`src/rtl/idf_pkg.sv`:
```
// shared types and constants for the instruction field decoder
// assumes one core clock, synchronous active-low reset
package idf_pkg;
    localparam logic [7:0]  PFX_OPSIZE  = 8'h66;
    localparam logic [7:0]  PFX_ADSIZE  = 8'h67;
    localparam logic [7:0]  OPC_ESCAPE  = 8'h0f;
    localparam logic [2:0]  LOC_SIB     = 3'h4;
    localparam logic [2:0]  LOC_DIRECT  = 3'h5;
    localparam logic [2:0]  LOC_DIR16   = 3'h6;
    localparam logic [1:0]  MODE_NODISP = 2'h0;
    localparam logic [1:0]  MODE_DISP8  = 2'h1;
    localparam logic [1:0]  MODE_DISPF  = 2'h2;
    localparam logic [1:0]  MODE_REG    = 2'h3;
    localparam logic [1:0]  IMM_NONE    = 2'h0;
    localparam logic [1:0]  IMM_BYTE    = 2'h1;
    localparam logic [1:0]  IMM_FULL    = 2'h2;
    localparam logic [1:0]  IMM_WORD    = 2'h3;
    localparam logic [5:0]  BITS_8      = 6'h08;
    localparam logic [5:0]  BITS_16     = 6'h10;
    localparam logic [5:0]  BITS_32     = 6'h20;
    localparam logic [3:0]  BE_LOW      = 4'h1;
    localparam logic [3:0]  BE_HIGH     = 4'h2;
    localparam logic [3:0]  BE_WORD     = 4'h3;
    localparam logic [3:0]  BE_DWORD    = 4'hf;
    // register map, byte addresses
    localparam logic [3:0]  ADDR_CTRL   = 4'h0;
    localparam logic [3:0]  ADDR_STAT   = 4'h4;
    localparam int          CTRL_PROT   = 0;
    localparam int          CTRL_V86    = 1;
    localparam int          CTRL_CSD    = 2;
    localparam logic [2:0]  CTRL_RESET  = 3'h0;
    localparam logic [1:0]  RESP_OKAY   = 2'h0;
    localparam logic [1:0]  RESP_SLVERR = 2'h2;

    typedef enum logic [2:0] {
        REG_ACC, REG_CNT, REG_DATA, REG_BASE, REG_SP, REG_BP, REG_SRC, REG_DST
    } idf_gpr_t;

    typedef struct packed {
        logic        op32;
        logic        ad32;
        logic        two;
        logic [7:0]  opc;
        logic        w;
        logic        d;
        logic        s;
        logic [2:0]  opc_reg;
        logic [1:0]  seg_pick_narrow;
        logic [3:0]  cond;
        logic        has_modrm;
        logic [1:0]  mode;
        logic [2:0]  reg_f;
        logic [2:0]  loc;
        logic [2:0]  seg_pick_wide;
        logic        has_sib;
        logic [1:0]  scale;
        logic [2:0]  idx;
        logic [2:0]  base;
        logic [2:0]  disp_len;
        logic [31:0] disp;
        logic [2:0]  imm_len;
        logic [31:0] imm;
        logic [31:0] imm_ext;
        logic [5:0]  opnd_bits;
        logic [3:0]  dst_be;
        logic [4:0]  len;
    } idf_dec_t;
endpackage

```
`src/rtl/idf_decoder.sv`:
```
// instruction format field decoder with an AXI4-Lite control/status port
// assumes a byte queue with valid/ready and an external opcode format lookup
// answered combinationally in the cycle the opcode byte is offered
//
// Local design decisions: the register offsets and the AXI4-Lite slave port.
module idf_decoder (
    input  wire logic             aclk,
    input  wire logic             aresetn,
    input  wire logic             ce,
    input  wire logic             in_valid,
    input  wire logic [7:0]       in_byte,
    output logic                  in_ready,
    output logic [7:0]            lk_opc,
    output logic                  lk_two,
    input  wire logic             lk_has_modrm,
    input  wire logic [1:0]       lk_imm_sel,
    output logic                  out_valid,
    input  wire logic             out_ready,
    output idf_pkg::idf_dec_t     out_dec,
    output idf_pkg::idf_gpr_t     out_gpr,
    input  wire logic [31:0]      s_axi_awaddr,
    input  wire logic             s_axi_awvalid,
    output logic                  s_axi_awready,
    input  wire logic [31:0]      s_axi_wdata,
    input  wire logic [3:0]       s_axi_wstrb,
    input  wire logic             s_axi_wvalid,
    output logic                  s_axi_wready,
    output logic [1:0]            s_axi_bresp,
    output logic                  s_axi_bvalid,
    input  wire logic             s_axi_bready,
    input  wire logic [31:0]      s_axi_araddr,
    input  wire logic             s_axi_arvalid,
    output logic                  s_axi_arready,
    output logic [31:0]           s_axi_rdata,
    output logic [1:0]            s_axi_rresp,
    output logic                  s_axi_rvalid,
    input  wire logic             s_axi_rready
);
    typedef enum logic [2:0] {
        ST_OPC, ST_OPC2, ST_MODRM, ST_SIB, ST_DISP, ST_IMM, ST_OUT
    } idf_state_t;

    idf_state_t        state_reg;
    idf_state_t        state_next;
    idf_pkg::idf_dec_t dec_reg;
    logic [2:0]        ctrl_reg;
    logic [15:0]       count_reg;
    logic [4:0]        last_len_reg;
    logic              pfx_op_reg;
    logic              pfx_ad_reg;
    logic [2:0]        pos_reg;
    logic [4:0]        pfx_cnt_reg;
    logic              bvalid_reg;
    logic              bad_w_reg;
    logic              rvalid_reg;
    logic [31:0]       rdata_reg;
    logic              rbad_reg;

    // sizes: default from code segment bit, forced 16 outside protected mode and in V86 mode
    wire def_d    = ctrl_reg[idf_pkg::CTRL_PROT] & ~ctrl_reg[idf_pkg::CTRL_V86]
                    & ctrl_reg[idf_pkg::CTRL_CSD];
    // only the prefix position counts: a data byte equal to a prefix code must not toggle size
    wire is_opsz  = state_reg == ST_OPC && in_byte == idf_pkg::PFX_OPSIZE;
    wire is_adsz  = state_reg == ST_OPC && in_byte == idf_pkg::PFX_ADSIZE;
    // prefix flags are sticky ors, so their order cannot matter
    wire op32_now = def_d ^ (pfx_op_reg | is_opsz);
    wire ad32_now = def_d ^ (pfx_ad_reg | is_adsz);
    wire take     = ce & in_valid & in_ready;
    wire finish   = ce & out_valid & out_ready;

    // opcode byte fields
    wire       w_now   = in_byte[0];
    wire       d_now   = in_byte[1];
    wire       s_now   = in_byte[1];
    wire [5:0] bits_op = op32_now ? idf_pkg::BITS_32 : idf_pkg::BITS_16;
    wire [5:0] bits_now = w_now ? bits_op : idf_pkg::BITS_8;
    // byte writes to codes 100..111 hit the second byte lane
    wire [3:0] be_byte = in_byte[2] ? idf_pkg::BE_HIGH : idf_pkg::BE_LOW;
    wire [3:0] be_full = op32_now ? idf_pkg::BE_DWORD : idf_pkg::BE_WORD;
    wire [3:0] be_now  = w_now ? be_full : be_byte;
    wire [2:0] imm_now = (lk_imm_sel == idf_pkg::IMM_BYTE) ? 3'h1 :
                         (lk_imm_sel == idf_pkg::IMM_WORD) ? 3'h2 :
                         (lk_imm_sel == idf_pkg::IMM_FULL) ? (op32_now ? 3'h4 : 3'h2) :
                         3'h0;

    // mod r/m byte fields
    wire [1:0] m_mode = in_byte[7:6];
    wire [2:0] m_loc  = in_byte[2:0];
    wire       m_sib  = dec_reg.ad32 & (m_loc == idf_pkg::LOC_SIB)
                        & (m_mode != idf_pkg::MODE_REG);
    wire [2:0] dl16   = (m_mode == idf_pkg::MODE_DISP8) ? 3'h1 :
                        (m_mode == idf_pkg::MODE_DISPF) ? 3'h2 :
                        (m_mode == idf_pkg::MODE_NODISP && m_loc == idf_pkg::LOC_DIR16)
                        ? 3'h2 : 3'h0;
    wire [2:0] dl32   = (m_mode == idf_pkg::MODE_DISP8) ? 3'h1 :
                        (m_mode == idf_pkg::MODE_DISPF) ? 3'h4 :
                        (m_mode == idf_pkg::MODE_NODISP && m_loc == idf_pkg::LOC_DIRECT)
                        ? 3'h4 : 3'h0;
    wire [2:0] dl_m   = dec_reg.ad32 ? dl32 : dl16;
    // sib with no base and mode 00 carries a full displacement
    wire [2:0] dl_s   = (dec_reg.mode == idf_pkg::MODE_NODISP
                         && in_byte[2:0] == idf_pkg::LOC_DIRECT) ? 3'h4 : dec_reg.disp_len;

    wire [2:0] pos_inc = pos_reg + 3'h1;
    wire [4:0] len_inc = dec_reg.len + 5'h1;

    assign in_ready  = state_reg != ST_OUT;
    assign out_valid = state_reg == ST_OUT;
    assign out_dec   = dec_reg;
    assign out_gpr   = idf_pkg::idf_gpr_t'(dec_reg.has_modrm ? dec_reg.reg_f
                                                             : dec_reg.opc_reg);
    assign lk_opc    = in_byte;
    assign lk_two    = state_reg == ST_OPC2;

    // displacement comes before immediate; immediate ends the instruction
    function automatic idf_state_t after_addr(input logic [2:0] dl, input logic [2:0] il);
        if (dl != 3'h0)
            return ST_DISP;
        else if (il != 3'h0)
            return ST_IMM;
        return ST_OUT;
    endfunction

    always_comb begin
        state_next = state_reg;
        case (state_reg)
            ST_OPC, ST_OPC2: begin
                if (state_reg == ST_OPC && (is_opsz || is_adsz))
                    state_next = ST_OPC;
                else if (state_reg == ST_OPC && in_byte == idf_pkg::OPC_ESCAPE)
                    state_next = ST_OPC2;
                else if (lk_has_modrm)
                    state_next = ST_MODRM;
                else
                    state_next = after_addr(3'h0, imm_now);
            end
            ST_MODRM: state_next = m_sib ? ST_SIB : after_addr(dl_m, dec_reg.imm_len);
            ST_SIB:   state_next = after_addr(dl_s, dec_reg.imm_len);
            ST_DISP:  state_next = (pos_inc != dec_reg.disp_len) ? ST_DISP :
                                   after_addr(3'h0, dec_reg.imm_len);
            ST_IMM:   state_next = (pos_inc != dec_reg.imm_len) ? ST_IMM : ST_OUT;
            ST_OUT:   state_next = ST_OUT;
            default:  state_next = ST_OPC;
        endcase
    end

    always_ff @(posedge aclk) begin
        if (!aresetn)
            state_reg <= ST_OPC;
        else if (finish)
            state_reg <= ST_OPC;
        else if (take)
            state_reg <= state_next;
    end

    // per-instruction capture; everything clears when the result is taken
    always_ff @(posedge aclk) begin
        if (!aresetn || finish) begin
            dec_reg     <= '0;
            pfx_op_reg  <= 1'b0;
            pfx_ad_reg  <= 1'b0;
            pos_reg     <= 3'h0;
            pfx_cnt_reg <= 5'h0;
        end else if (take) begin
            dec_reg.len <= len_inc;
            dec_reg.op32 <= op32_now;
            dec_reg.ad32 <= ad32_now;
            pos_reg <= (state_next == state_reg) ? pos_inc : 3'h0;
            case (state_reg)
                ST_OPC, ST_OPC2: begin
                    if (state_reg == ST_OPC && (is_opsz || is_adsz)) begin
                        pfx_op_reg  <= pfx_op_reg | is_opsz;
                        pfx_ad_reg  <= pfx_ad_reg | is_adsz;
                        pfx_cnt_reg <= pfx_cnt_reg + 5'h1;
                    end else if (state_reg == ST_OPC && in_byte == idf_pkg::OPC_ESCAPE) begin
                        dec_reg.two <= 1'b1;
                    end else begin
                        dec_reg.opc             <= in_byte;
                        dec_reg.w               <= w_now;
                        dec_reg.d               <= d_now;
                        dec_reg.s               <= s_now;
                        dec_reg.opc_reg         <= in_byte[2:0];
                        dec_reg.seg_pick_narrow <= in_byte[4:3];
                        dec_reg.cond            <= in_byte[3:0];
                        dec_reg.has_modrm       <= lk_has_modrm;
                        dec_reg.imm_len         <= imm_now;
                        dec_reg.opnd_bits       <= bits_now;
                        dec_reg.dst_be          <= be_now;
                    end
                end
                ST_MODRM: begin
                    dec_reg.mode          <= m_mode;
                    dec_reg.reg_f         <= in_byte[5:3];
                    dec_reg.loc           <= m_loc;
                    dec_reg.seg_pick_wide <= in_byte[5:3];
                    dec_reg.has_sib       <= m_sib;
                    dec_reg.disp_len      <= dl_m;
                end
                ST_SIB: begin
                    dec_reg.scale    <= in_byte[7:6];
                    dec_reg.idx      <= in_byte[5:3];
                    dec_reg.base     <= in_byte[2:0];
                    dec_reg.disp_len <= dl_s;
                end
                ST_DISP: dec_reg.disp[{pos_reg[1:0], 3'h0} +: 8] <= in_byte;
                ST_IMM: begin
                    dec_reg.imm[{pos_reg[1:0], 3'h0} +: 8] <= in_byte;
                    // byte immediate with s set spreads its sign to the operand
                    if (dec_reg.s && dec_reg.imm_len == 3'h1)
                        dec_reg.imm_ext <= {{24{in_byte[7]}}, in_byte};
                    else
                        dec_reg.imm_ext[{pos_reg[1:0], 3'h0} +: 8] <= in_byte;
                end
                default: ;
            endcase
        end
    end

    // statistics for software
    always_ff @(posedge aclk) begin
        if (!aresetn) begin
            count_reg    <= 16'h0;
            last_len_reg <= 5'h0;
        end else if (finish) begin
            count_reg    <= count_reg + 16'h1;
            last_len_reg <= dec_reg.len;
        end
    end

    // AXI4-Lite slave: write taken only when address and data are both present
    wire wr_go   = ce & s_axi_awvalid & s_axi_wvalid & ~bvalid_reg;
    wire wr_ctrl = s_axi_awaddr[3:0] == idf_pkg::ADDR_CTRL && s_axi_awaddr[31:4] == 28'h0;
    wire rd_go   = ce & s_axi_arvalid & ~rvalid_reg;
    wire rd_ctrl = s_axi_araddr[3:0] == idf_pkg::ADDR_CTRL && s_axi_araddr[31:4] == 28'h0;
    wire rd_stat = s_axi_araddr[3:0] == idf_pkg::ADDR_STAT && s_axi_araddr[31:4] == 28'h0;
    wire [31:0] rd_val = rd_ctrl ? {29'h0, ctrl_reg} :
                         rd_stat ? {11'h0, last_len_reg, count_reg} : 32'h0;

    assign s_axi_awready = wr_go;
    assign s_axi_wready  = wr_go;
    assign s_axi_bvalid  = bvalid_reg;
    assign s_axi_bresp   = bad_w_reg ? idf_pkg::RESP_SLVERR : idf_pkg::RESP_OKAY;
    assign s_axi_arready = rd_go;
    assign s_axi_rvalid  = rvalid_reg;
    assign s_axi_rdata   = rdata_reg;
    assign s_axi_rresp   = rbad_reg ? idf_pkg::RESP_SLVERR : idf_pkg::RESP_OKAY;

    // mode change mid-instruction only affects bytes still to come
    always_ff @(posedge aclk) begin
        if (!aresetn) begin
            ctrl_reg   <= idf_pkg::CTRL_RESET;
            bvalid_reg <= 1'b0;
            bad_w_reg  <= 1'b0;
        end else if (ce) begin
            if (wr_go) begin
                bvalid_reg <= 1'b1;
                bad_w_reg  <= ~wr_ctrl;
                if (wr_ctrl && s_axi_wstrb[0])
                    ctrl_reg <= s_axi_wdata[2:0];
            end else if (s_axi_bready) begin
                bvalid_reg <= 1'b0;
            end
        end
    end

    always_ff @(posedge aclk) begin
        if (!aresetn) begin
            rvalid_reg <= 1'b0;
            rdata_reg  <= 32'h0;
            rbad_reg   <= 1'b0;
        end else if (ce) begin
            if (rd_go) begin
                rvalid_reg <= 1'b1;
                rdata_reg  <= rd_val;
                rbad_reg   <= ~(rd_ctrl | rd_stat);
            end else if (s_axi_rready) begin
                rvalid_reg <= 1'b0;
            end
        end
    end
endmodule

```
`config.mk`:
```
export PLATFORM = sky130hd
export DESIGN_NAME = idf_decoder
export DESIGN_NICKNAME = d
export VERILOG_FILES = /design/src/rtl/idf_pkg.sv /design/src/rtl/idf_decoder.sv
export SDC_FILE = /design/constraint.sdc
export NUM_CORES = 1
export LEC_CHECK = 0
export BUFFER_PORTS_ARGS = -buffer_cell sky130_fd_sc_hd__buf_4
export CAP_MARGIN = 5
export CORE_MARGIN = 3
export CORE_UTILIZATION = 53
export CTS_CLUSTER_SIZE = 40
export DETAILED_ROUTE_END_ITERATION = 12
export PLACE_DENSITY = 0.95
export REMOVE_ABC_BUFFERS = 1
export SLEW_MARGIN = 20
export SYNTH_ARGS = -nofsm -noshare
export SYNTH_HDL_FRONTEND = slang
export SYNTH_SLANG_ARGS = --single-unit
```
`constraint.sdc`:
```
create_clock -name aclk -period 4 [get_ports aclk]
set_clock_uncertainty 0.15 [all_clocks]
set_input_delay 0 -clock aclk [delete_from_list [all_inputs] [get_ports aclk]]
set_output_delay 0 -clock aclk [all_outputs]
set_load 0.005 [all_outputs]
```
# [Word level (Yosys, flattened, before mapping)]
# Index checks and enable logic that the tools add are counted.
[totals] input_bits=121 word_cells=195 out_inout_bits=216 reg_bits=225
[classes] n_shift=2 n_mux=58 addsub=4 bitwise_logic=26 reduce_logical=44 n_eq_ne=24
[op_table] cell="32-bit bitwise mux" n=3
[op_table] cell="3-bit 2-to-1 mux" n=24
[op_table] cell="28-bit logical NOT" n=2
[op_table] cell="21-bit 2-to-1 mux" n=2
[op_table] cell="32-bit 2-to-1 mux" n=1
[op_table] cell="8-bit by 7-bit variable shift with 32-bit output, first input constant" n=1
[op_table] cell="8-bit by 7-bit indexed part select with 32-bit output" n=1
[op_table] cell="3-bit == test, second input constant" n=6
[op_table] cell="3-bit case mux with 6 select lines" n=1
[op_table] cell="2-bit AND reduction" n=9
[op_table] cell="16-bit by 1-bit adder with 16-bit output, second input constant" n=1
[op_table] cell="8-bit by 7-bit == test with 1-bit output, second input constant" n=2
[op_table] cell="1-bit 2-to-1 mux" n=15
[op_table] cell="2-bit 2-to-1 mux" n=7
[op_table] cell="1-bit bitwise AND" n=13
[op_table] cell="1-bit logical AND" n=12
[op_table] cell="6-bit 2-to-1 mux" n=2
[op_table] cell="3-bit nonzero test" n=4
[op_table] cell="8-bit by 4-bit == test with 1-bit output, second input constant" n=1
[op_table] cell="4-bit logical NOT" n=2
[op_table] cell="4-bit 2-to-1 mux" n=2
[op_table] cell="1-bit inverter" n=8
[op_table] cell="4-bit AND reduction" n=2
[op_table] cell="5-bit negation with 7-bit output" n=1
[op_table] cell="21 further kinds" n=36

# [Longest topological paths before layout]
# Gate-level depths: netlist of the first run.
[logic_depth] ltp_word=21 ltp_mapped=10 depth_no_buf=8

# [Worst setup path after synthesis of the first run]
# OpenSTA, ideal clock, no wires.
[synth_path] path_type="register -> register" start="register pos_reg[0]" end="register pos_reg[2]" n_path_buf=2 path_stages_with_launch=11 setup_time_ns=0.070 required_time_ns=3.780 arrival_time_ns=2.185 slack_ns=1.595 period_less_slack_ns=2.405 path_cell_list="dfxtp_1 -> buf_2 -> inv_1 -> ha_1 -> buf_2 -> xnor2_1 -> and4b_4 -> a211oi_2 -> o21ai_2 -> or4_1 -> o2bb2ai_1"
[synth_between] elab_chain_cells=6 word_cells_on_any_way=8 cone_classes="add/sub (1); eq/ne (3); mux (4)"
[synth_rtl] item="from (decl)" line_no="idf_decoder.sv:51" source="logic [2:0] pos_reg;"
[synth_rtl] item="from (signal assigned)" line_no="idf_decoder.sv:168" source="pos_reg <= (state_next == state_reg) ? pos_inc : 3'h0;"
[synth_rtl] item="3-bit by 1-bit adder with 3-bit output (*)" line_no="idf_decoder.sv:104" source="wire [2:0] pos_inc = pos_reg + 3'h1;"
[synth_rtl] item="3-bit != test (on tied branches)" line_no="idf_decoder.sv:141, idf_decoder.sv:139"
[synth_rtl] item="2-bit 2-to-1 mux or 3-bit 2-to-1 mux (tied branches)" line_no="idf_decoder.sv:141, idf_decoder.sv:139"
[synth_rtl] item="3-bit case mux with 6 select lines" line_no="idf_decoder.sv:126" source="case (state_reg)"
[synth_rtl] item="3-bit == test" line_no="idf_decoder.sv:168"
[synth_rtl] item="3-bit 2-to-1 mux (*)" line_no="idf_decoder.sv:168"
# Mark *: on every way between the ends. The rest lies on a longest branch, timed or not.
# A chain may end at the register's enable or synchronous reset.

# [Final worst setup path of the first run]
[layout_path] start="input port s_axi_awaddr[11]" end="register ctrl_reg[1]"
[layout_between] elab_chain_cells=4
[layout_rtl] item="from (decl)" line_no="idf_decoder.sv:21" source="input wire logic [31:0] s_axi_awaddr,"
[layout_rtl] item="28-bit logical NOT" line_no="idf_decoder.sv:232" source="wire wr_ctrl = s_axi_awaddr[3:0] == idf_pkg::ADDR_CTRL && s_axi_awaddr[31:4] == 28'h0;"
[layout_rtl] item="1-bit logical AND" line_no="idf_decoder.sv:232"
[layout_rtl] item="1-bit logical AND" line_no="idf_decoder.sv:258" source="if (wr_ctrl && s_axi_wstrb[0])"
[layout_rtl] item="3-bit AND reduction (no source line)"
[layout_rtl] item="to (signal assigned)" line_no="idf_decoder.sv:251" source="ctrl_reg <= idf_pkg::CTRL_RESET;"
[layout_rtl] item="to (signal assigned)" line_no="idf_decoder.sv:259" source="ctrl_reg <= s_axi_wdata[2:0];"
[layout_rtl] item="to (decl)" line_no="idf_decoder.sv:46" source="logic [2:0] ctrl_reg;"
# No other way between the ends.

==> reports/results.ini, run 1 <==
[placed_design]
hpwl_um=17420
placed_cells=1459
port_buffers=288
gp_congestion=0.8646

[logic_synthesis]
synth_cells=1046
ys_warn_count=0
async_flop_share_pct=0
synth_cell_type_count=65
syn_area_per_cell_um2=8.331
synth_area_leader_cell=dfxtp_1
netlist.area_leader.share_pct=45.48
syn_area_um2=8715
ys_top_cells_by_area=dfxtp_1, a21oi_1, nor2_1
ys_seq_area_share_pct=45.48
synth-edff-count=0
synth_ff_type=dfxtp_1
synth.ff_latch_count=198

[clock_network]
cts_root_buffer=clkbuf_16
clk_path_buf_depth=2
clk_latency_ns=0.43
ctsResizeCount=0
clk_pin_slew_worst_paths_ns=0.07
ctsHtreeMaxLevel=4
cts_tree=built
clock_sinks=198
ctsHoldBuffers=41
postCtsSetupBuffers=0
cts-buffers-inserted=17

[critical_path]
slowest_delay_ns=0.61
cp-start-kind=input pin
crit_chain=dlygate4sd3_1 -> buf_4 -> nor4_1 -> dlygate4sd3_1 -> nand2_1 -> dlygate4sd3_1 -> nor2_1 -> and3_1 -> mux2i_1 -> dlygate4sd3_1 -> nor2b_1 -> dlygate4sd3_1
crit_top_cell=dlygate4sd3_1
crit_path_max_fanout=3
crit_slowest_cell=dlygate4sd3_1
cp-end-kind=flop
crit_arrival_ns=3.95
worstPathRequired_ns=4.16
critPathKind=input pin to flop

[die]
die_w_um=134.2
initial_core_util_pct=54.47
dieArea_um2=18020
num_rows=46
ios=337
die_h_um=134.2
coreArea_um2=16000

[power]
leakagePower_nw=4.787
finalPower_w=0.004021
vdd_drop_max_uv=383.4
p_per_area_nw_per_um2=344.9

[worst_hold_path]
hold_class=input pin to flop

[timing]
holdWs_ns=0.2563
fin_crit_sh_pct=94.75
slew_viol_final=0
finalHoldViolations=0
rsz0062_at_grt=no
slew_headroom_pct=35.51
final.setup.tns_ns=0
worst_slew_pin_slew_ns=0.9621
setup_viol=0
max_freq_ghz=0.2639
period_minus_slack_ns=3.790

[drt]
drc_errors=0
routed_wl_um=26140
num_vias=8631
first_iter_violations=712
routed_via_density=5.634
drt_first_pass_iters=6
wl_per_cell_um=17.06
final_antenna_net_count=0

[final_layout]
finalNetCount=1431
largest_register_ffs=141
diodes=0
postLayoutCoreUtil_pct=72.87
layout.cells.non_filler=1532
areaGrowthSynthToFinish_pct=33.78
drive_gt1_share_pct=26.37

[global_route]
grt_max_degree=59
grt_pass1_vias=8367
grt_use_total_pct=28.04
grt_overflow_total=0
grt_pass1_wl_um=41720
antenna_found_initial=0

[status]
status=complete, no violations

[run]
maxCapViolations=0

==> final timing paths <==
path	from	endpoint	slack [ns]	depth (start not counted)
setup / recovery	s_axi_awaddr[11]	ctrl_reg[1]$_SDFFE_PN0P_	0.21	12
hold / removal	out_ready	count_reg[1]$_SDFFE_PN0P_	0.26	4
hold reg to reg	out_dec[50]$_SDFFE_PP0P_	out_dec[50]$_SDFFE_PP0P_	0.31	2
setup reg to reg	state_reg[0]$_SDFFE_PP0P_	out_dec[81]$_SDFFE_PP0P_	0.65	7
==> routing by layer <==
layer	track usage [%]	wire [µm]	vias up
li1	-	-	4059
met1	33.12	9877	4027
met2	47.71	12780	464
met3	9.002	2657	81
met4	10.52	818	0
met5	0	0	-
==> critical path: cells and delay by family <==
kind	cells	cell delay, ns
AND/OR/NAND/NOR	5	0.73
buffers and inverters	6	3.00
multiplexers	1	0.21
==> cells in the final DEF, fill, tap and decap left out, drive strengths merged, types with 3 or more instances in the layout <==
master and n:
xnor2 14, a211oi 3, o21a 5, xor2 9
and2 17, nor3 7, nand4 21, or4 4
nand2b 3, o21ai 38, mux2 6, nor4 18
a21oi 121, a21boi 5, and3 9, buf 297
nand3 51, nand2 103, inv 13, a22oi 23
nor2b 38, o211ai 3, dlygate4sd3 41, dfxtp 198
mux2i 27, conb 16, nand3b 4, o31ai 4
ha 7, nor2 149, clkbuf 21, a31oi 3
and4 3, clkinv 6
==> final cells by class <==
cell class,count,area (µm²)
Fill cell,1135,4342
Multi-Input combinational cell,739,4167
Clock buffer,21,470.5
Sequential cell,198,3964
Tap cell,216,270.3
Timing Repair Buffer,338,2640
Inverter,9,33.78
Clock inverter,11,113.9
==> metrics by stage <==
stage          cell area (µm²)  worst slack, ns
6_report                 11660           0.2101
5_1_grt                  11660         0.008969
4_1_cts                  11650           0.4828
3_5_place_dp             10660            1.122
3_3_place_gp             10660            1.197
2_1_floorplan             8140          -0.3133
==> synthesized netlist by cell type, drive strengths merged, types with 14 or more instances <==
cell and instances:
a21oi 121, and2 17, mux2i 27, nor2b 38
buf 69, a22oi 23, nand2 103, nand4 21
xnor2 14, o21ai 38, nor4 18, clkbuf 46
nor2 149, nand3 51, dfxtp 198
==> power breakdown <==
| part | leakage [nW] | total, W | switching [W] | internal [W] |
|---|---|---|---|---|
| clock network | 0.285 | 0.00167 | 0.000800 | 0.000874 |
| registers | 1.60 | 0.00201 | 0.0000236 | 0.00199 |
| logic | 2.91 | 0.000336 | 0.000178 | 0.000158 |
==> kinds of logic after synthesis <==
group	Yosys count	synth area share [%]
compound gates	216	14.31
xor+xnor	25	2.886
fa+ha+maj	7	1.005
buf+inv	124	7.624
flops	198	45.48
mux	33	3.876
other cells	1	0.04303
simple gates	442	24.77
Note: power is estimated with default switching activity, not from simulation.
==> inputs of run 2 (changes only) <==
--- a/config.mk
+++ b/config.mk
@@ -8,10 +8,10 @@
 export BUFFER_PORTS_ARGS = -buffer_cell sky130_fd_sc_hd__buf_4
 export CAP_MARGIN = 5
 export CORE_MARGIN = 3
-export CORE_UTILIZATION = 53
+export CORE_UTILIZATION = 49
 export CTS_CLUSTER_SIZE = 40
 export DETAILED_ROUTE_END_ITERATION = 12
-export PLACE_DENSITY = 0.95
+export PLACE_DENSITY = 0.89
 export REMOVE_ABC_BUFFERS = 1
 export SLEW_MARGIN = 20
 export SYNTH_ARGS = -nofsm -noshare
==> constraint.sdc (replaced) <==
create_clock -name aclk -period 3.9 [get_ports aclk]
set_clock_uncertainty 0.15 [all_clocks]
set_input_delay 0 -clock aclk [delete_from_list [all_inputs] [get_ports aclk]]
set_output_delay 0 -clock aclk [all_outputs]
set_load 0.005 [all_outputs]
==> reports/results.ini, run 2 (synthesis results as in run 1) <==
[timing]
rsz0062_at_grt=no
setup_slack_ns=0.1117
setup_viol=0
slew_headroom_pct=33.83
finalHoldViolations=0
fin_crit_sh_pct=97.14
slew_viol_final=0
period_minus_slack_ns=3.788
max_freq_ghz=0.2640
worst_slew_pin_slew_ns=0.9871
final.setup.tns_ns=0

[power]
leakagePower_nw=4.789
vdd_drop_max_uv=330.3
finalPower_w=0.004125
p_per_area_nw_per_um2=353.3

[final_layout]
nFillCells=1361
drive_gt1_share_pct=26.52
multiInputGateArea_um2=4165
diodes=0
final_cell_mix=buf_4, dfxtp_1, nor2_1
seqCellArea_um2=3964
final_cell_area_um2=11670
finalNetCount=1431
final_common_cell=buf_4
areaGrowthSynthToFinish_pct=33.96
largest_register_ffs=141
layout.cells.non_filler=1541

[clock_network]
clk_latency_ns=0.44
cts-buffers-inserted=17
cts_root_buffer=clkbuf_16
postCtsSetupBuffers=0
clk_path_buf_depth=2
ctsHtreeMaxLevel=4
clock_sinks=198
cts_tree=built
clk_pin_slew_worst_paths_ns=0.07

[critical_path]
critPathKind=input pin to flop
crit_path_start=s_axi_awaddr[4]
critical_path.endpoint=ctrl_reg[2]$_SDFFE_PN0P_
cp-end-kind=flop
r2r-end=out_dec[81]$_SDFFE_PP0P_
crit_arrival_ns=3.96
crit_path_max_fanout=3
cp-start-kind=input pin
worstPathRequired_ns=4.07
reg2reg_slack_ns=0.79
r2r_cells=7
r2r_start=state_reg[0]$_SDFFE_PP0P_

[die]
die_w_um=139.4
dieArea_um2=19420
num_rows=48
coreArea_um2=17360
ios=337
die_h_um=139.4
initial_core_util_pct=50.21

[global_route]
grt_pass1_vias=8316
grt_overflow_total=0
grt_max_degree=63
antenna_found_initial=0
grt_pass1_wl_um=41610
grt_use_total_pct=25.91

[placed_design]
placed_area_um2=10680
placed_cells=1468
hpwl_um=17620
post-place-ws_ns=0.9317
gp_congestion=0.8953
port_buffers=288

[drt]
drc_errors=0
routed_wl_um=26270
drt_first_pass_iters=5
first_iter_violations=625
routed_via_density=5.511
wl_per_cell_um=17.05
num_vias=8492
final_antenna_net_count=0

[worst_hold_path]
hold_class=input pin to flop

[run]
maxCapViolations=0

[status]
status=complete, no violations

run 2: what timing repair did:
item / CTS / global route
hold endpoints to repair: 185 / 0
resized for setup: 0 / 2
setup endpoints to repair: 0 / 3
hold buffers: 41 / 0
run 2: metal layers:
metal  up-vias  GRT usage [%]  wire (µm)
li1       4044              -          -
met1      4020          30.00      10110
met2       372          43.84      12830
met3        56          8.969       2554
met4         0          10.56        779
met5         -              0          0
run 2: area by class of cell:
cell class | instances | share of cell area (%)
clock buffer | 18 | 3.762
sequential | 198 | 33.95
timing repair buffer | 338 | 22.72
multi-input combinational | 739 | 35.68
clock inverter | 14 | 1.179
tap | 225 | 2.412
inverter | 9 | 0.2894
run 2: how the worst min path moves through the flow:
stage	end	cells after the start	startpoint
after floorplan	lk_opc[0]	0	in_byte[0]
after global placement	out_dec[81]$_SDFFE_PP0P_	2	lk_imm_sel[0]
after detailed placement	out_dec[81]$_SDFFE_PP0P_	2	lk_imm_sel[0]
after CTS	last_len_reg[2]$_SDFFE_PN0P_	4	out_ready
after global routing	last_len_reg[2]$_SDFFE_PN0P_	4	out_ready
final	last_len_reg[4]$_SDFFE_PN0P_	4	out_ready
run 2: metrics by stage:
| stage | utilization, % | hold slack, ns |
|---|---|---|
| after floorplan | - | -0.1500 |
| after global placement | 61.54 | 0.06648 |
| after detailed placement | 61.54 | 0.07041 |
| after CTS | 67.23 | 0.1908 |
| after global routing | 67.26 | 0.2442 |
| final | 67.26 | 0.2087 |
run 2: critical path, cell delays in order:
cell,delay [ns]
dlygate4sd3_1,0.56
buf_4,0.14
nor4_1,0.30
dlygate4sd3_1,0.60
nand2_1,0.06
dlygate4sd3_1,0.57
nor2_1,0.13
and3_4,0.24
mux2i_1,0.19
dlygate4sd3_1,0.58
nor2b_1,0.05
dlygate4sd3_1,0.55
run 2: power by group:
| part | leakage, nW | switching, W | internal [W] |
|---|---|---|---|
| Clock | 0.280 | 0.000852 | 0.000865 |
| Combinational | 2.91 | 0.000184 | 0.000162 |
| Sequential | 1.60 | 0.0000226 | 0.00204 |
| Total | 4.79 | 0.00106 | 0.00307 |
==> inputs of run 3 (changes only) <==
--- a/config.mk
+++ b/config.mk
@@ -11,8 +11,10 @@
 export CORE_UTILIZATION = 49
 export CTS_CLUSTER_SIZE = 40
 export DETAILED_ROUTE_END_ITERATION = 12
+export GPL_ROUTABILITY_DRIVEN = 0
 export PLACE_DENSITY = 0.89
 export REMOVE_ABC_BUFFERS = 1
+export SETUP_SLACK_MARGIN = 0.2
 export SLEW_MARGIN = 20
 export SYNTH_ARGS = -nofsm -noshare
 export SYNTH_HDL_FRONTEND = slang
==> reports/results.ini, run 3 (synthesis results as in run 1) <==
[drt]
routed_wl_um=26230
wl_per_cell_um=17.03
routed_via_density=5.502
final_antenna_net_count=0
drc_errors=0
drt_first_pass_iters=5
first_iter_violations=603
num_vias=8473

[placed_design]
hpwl_um=17620
placed_area_um2=10680
port_buffers=288

[critical_path]
crit_path_start=state_reg[0]$_SDFFE_PP0P_
critPathKind=flop to flop
crit_chain=nand3b_1 -> inv_2 -> nor2_1 -> nand3_1 -> nand3_1 -> o31ai_1 -> dlygate4sd3_1
reg2reg_slack_ns=0.78
worstPathRequired_ns=4.08
cp-end-kind=flop
crit_path_max_fanout=17
cp-start-kind=flop
crit_slowest_cell=dfxtp_1
crit_arrival_ns=3.30
crit_top_cell=nand3_1
slowest_delay_ns=0.66
r2r_start=state_reg[0]$_SDFFE_PP0P_

[final_layout]
final_cell_mix=buf_4, dfxtp_1, nor2_1
postLayoutCoreUtil_pct=67.25
finalNetCount=1430
areaGrowthSynthToFinish_pct=33.94
final_common_cell=buf_4
final_cell_area_um2=11670
largest_register_ffs=141
drive_gt1_share_pct=26.69
diodes=0

[status]
status=complete, no violations

[timing]
fin_crit_sh_pct=79.96
finalHoldViolations=0
holdWs_ns=0.2027
period_minus_slack_ns=3.118
setup_viol=0
final.setup.tns_ns=0
slew_viol_final=0
rsz0062_at_grt=no
max_freq_ghz=0.3207
slew_headroom_pct=33.30
worst_slew_pin_slew_ns=0.9951

[clock_network]
postCtsSetupBuffers=0
clk_path_buf_depth=2
cts_tree=built
ctsHtreeMaxLevel=4
clock_sinks=198
cts_root_buffer=clkbuf_16
clk_latency_ns=0.43
cts-buffers-inserted=17
clk_pin_slew_worst_paths_ns=0.07

[global_route]
antenna_found_initial=0
grt_pass1_vias=8316
grt_use_total_pct=25.91
grt_pass1_wl_um=41610
grt_overflow_total=0
grt_max_degree=63

[power]
p_per_area_nw_per_um2=353.1
finalPower_w=0.004121
vdd_drop_max_uv=329.9
leakagePower_nw=4.783

[die]
num_rows=48
dieArea_um2=19420
initial_core_util_pct=50.21
coreArea_um2=17360
die_h_um=139.4
ios=337
die_w_um=139.4

[worst_hold_path]
hold_class=input pin to flop
hp-start=out_ready

[run]
maxCapViolations=0

==> run 3: cell count changes in the layout (fill, tap and decap cells not counted) <==
cell / before / now
nor2_1: 149 / 148
nor2_2: 0 / 1
dlygate4sd3_1: 41 / 40
nor4_1: 17 / 16
nor4_2: 0 / 1
==> run 3: through the flow <==
step | setup WS, ns | std cells
finish | 0.7816 | 1540
CTS | 0.2530 | 1541
global placement | 0.9964 | 1468
global route | 0.5539 | 1540
floorplan | -0.4133 | 946
detailed placement | 0.9317 | 1468
==> run 3: cell type report <==
cell class,count,area (µm²)
flip-flops and latches,198,3964
clock inverters,14,137.6
multi-input cells,739,4174
inverters,9,33.78
repair buffers,337,2643
clock buffers,18,439.2
fillers,1360,5684
well taps,225,281.5
==> run 3: repair_timing <==
item	in CTS	in global routing
hold buffers	41	0
resized for setup	0	4
setup endpoints to repair	0	3
hold endpoints to repair	185	0
==> run 3: per-layer routing <==
| metal | vias up | wire length [µm] | global-route usage (%) |
|---|---|---|---|
| met2 | 370 | 12790 | 43.84 |
| li1 | 4042 | - | - |
| met5 | - | 0 | 0 |
| met3 | 65 | 2547 | 8.969 |
| met1 | 3996 | 10080 | 30.00 |
| met4 | 0 | 817 | 10.56 |
==> run 3: report_power, final <==
group | internal [W] | switching [W]
Sequential | 0.00204 | 0.0000226
Combinational | 0.000162 | 0.000184
Clock | 0.000865 | 0.000849
Total | 0.00307 | 0.00106
==> run 3: final timing paths <==
kind,cells after the start,endpoint
hold reg to reg,2,out_dec[13]$_SDFFE_PP0P_
setup reg to reg,7,out_dec[81]$_SDFFE_PP0P_
setup / recovery,7,out_dec[81]$_SDFFE_PP0P_
hold / removal,4,last_len_reg[2]$_SDFFE_PN0P_
==> run 3: critical path, delay by kind of cell, from the launching register on <==
family / cells / cell delay, ns
AND/OR/NAND/NOR: 4 / 1.46
flip-flops: 1 / 0.66
buffers and inverters: 2 / 0.64
AO/OA/AOI/OAI: 1 / 0.10
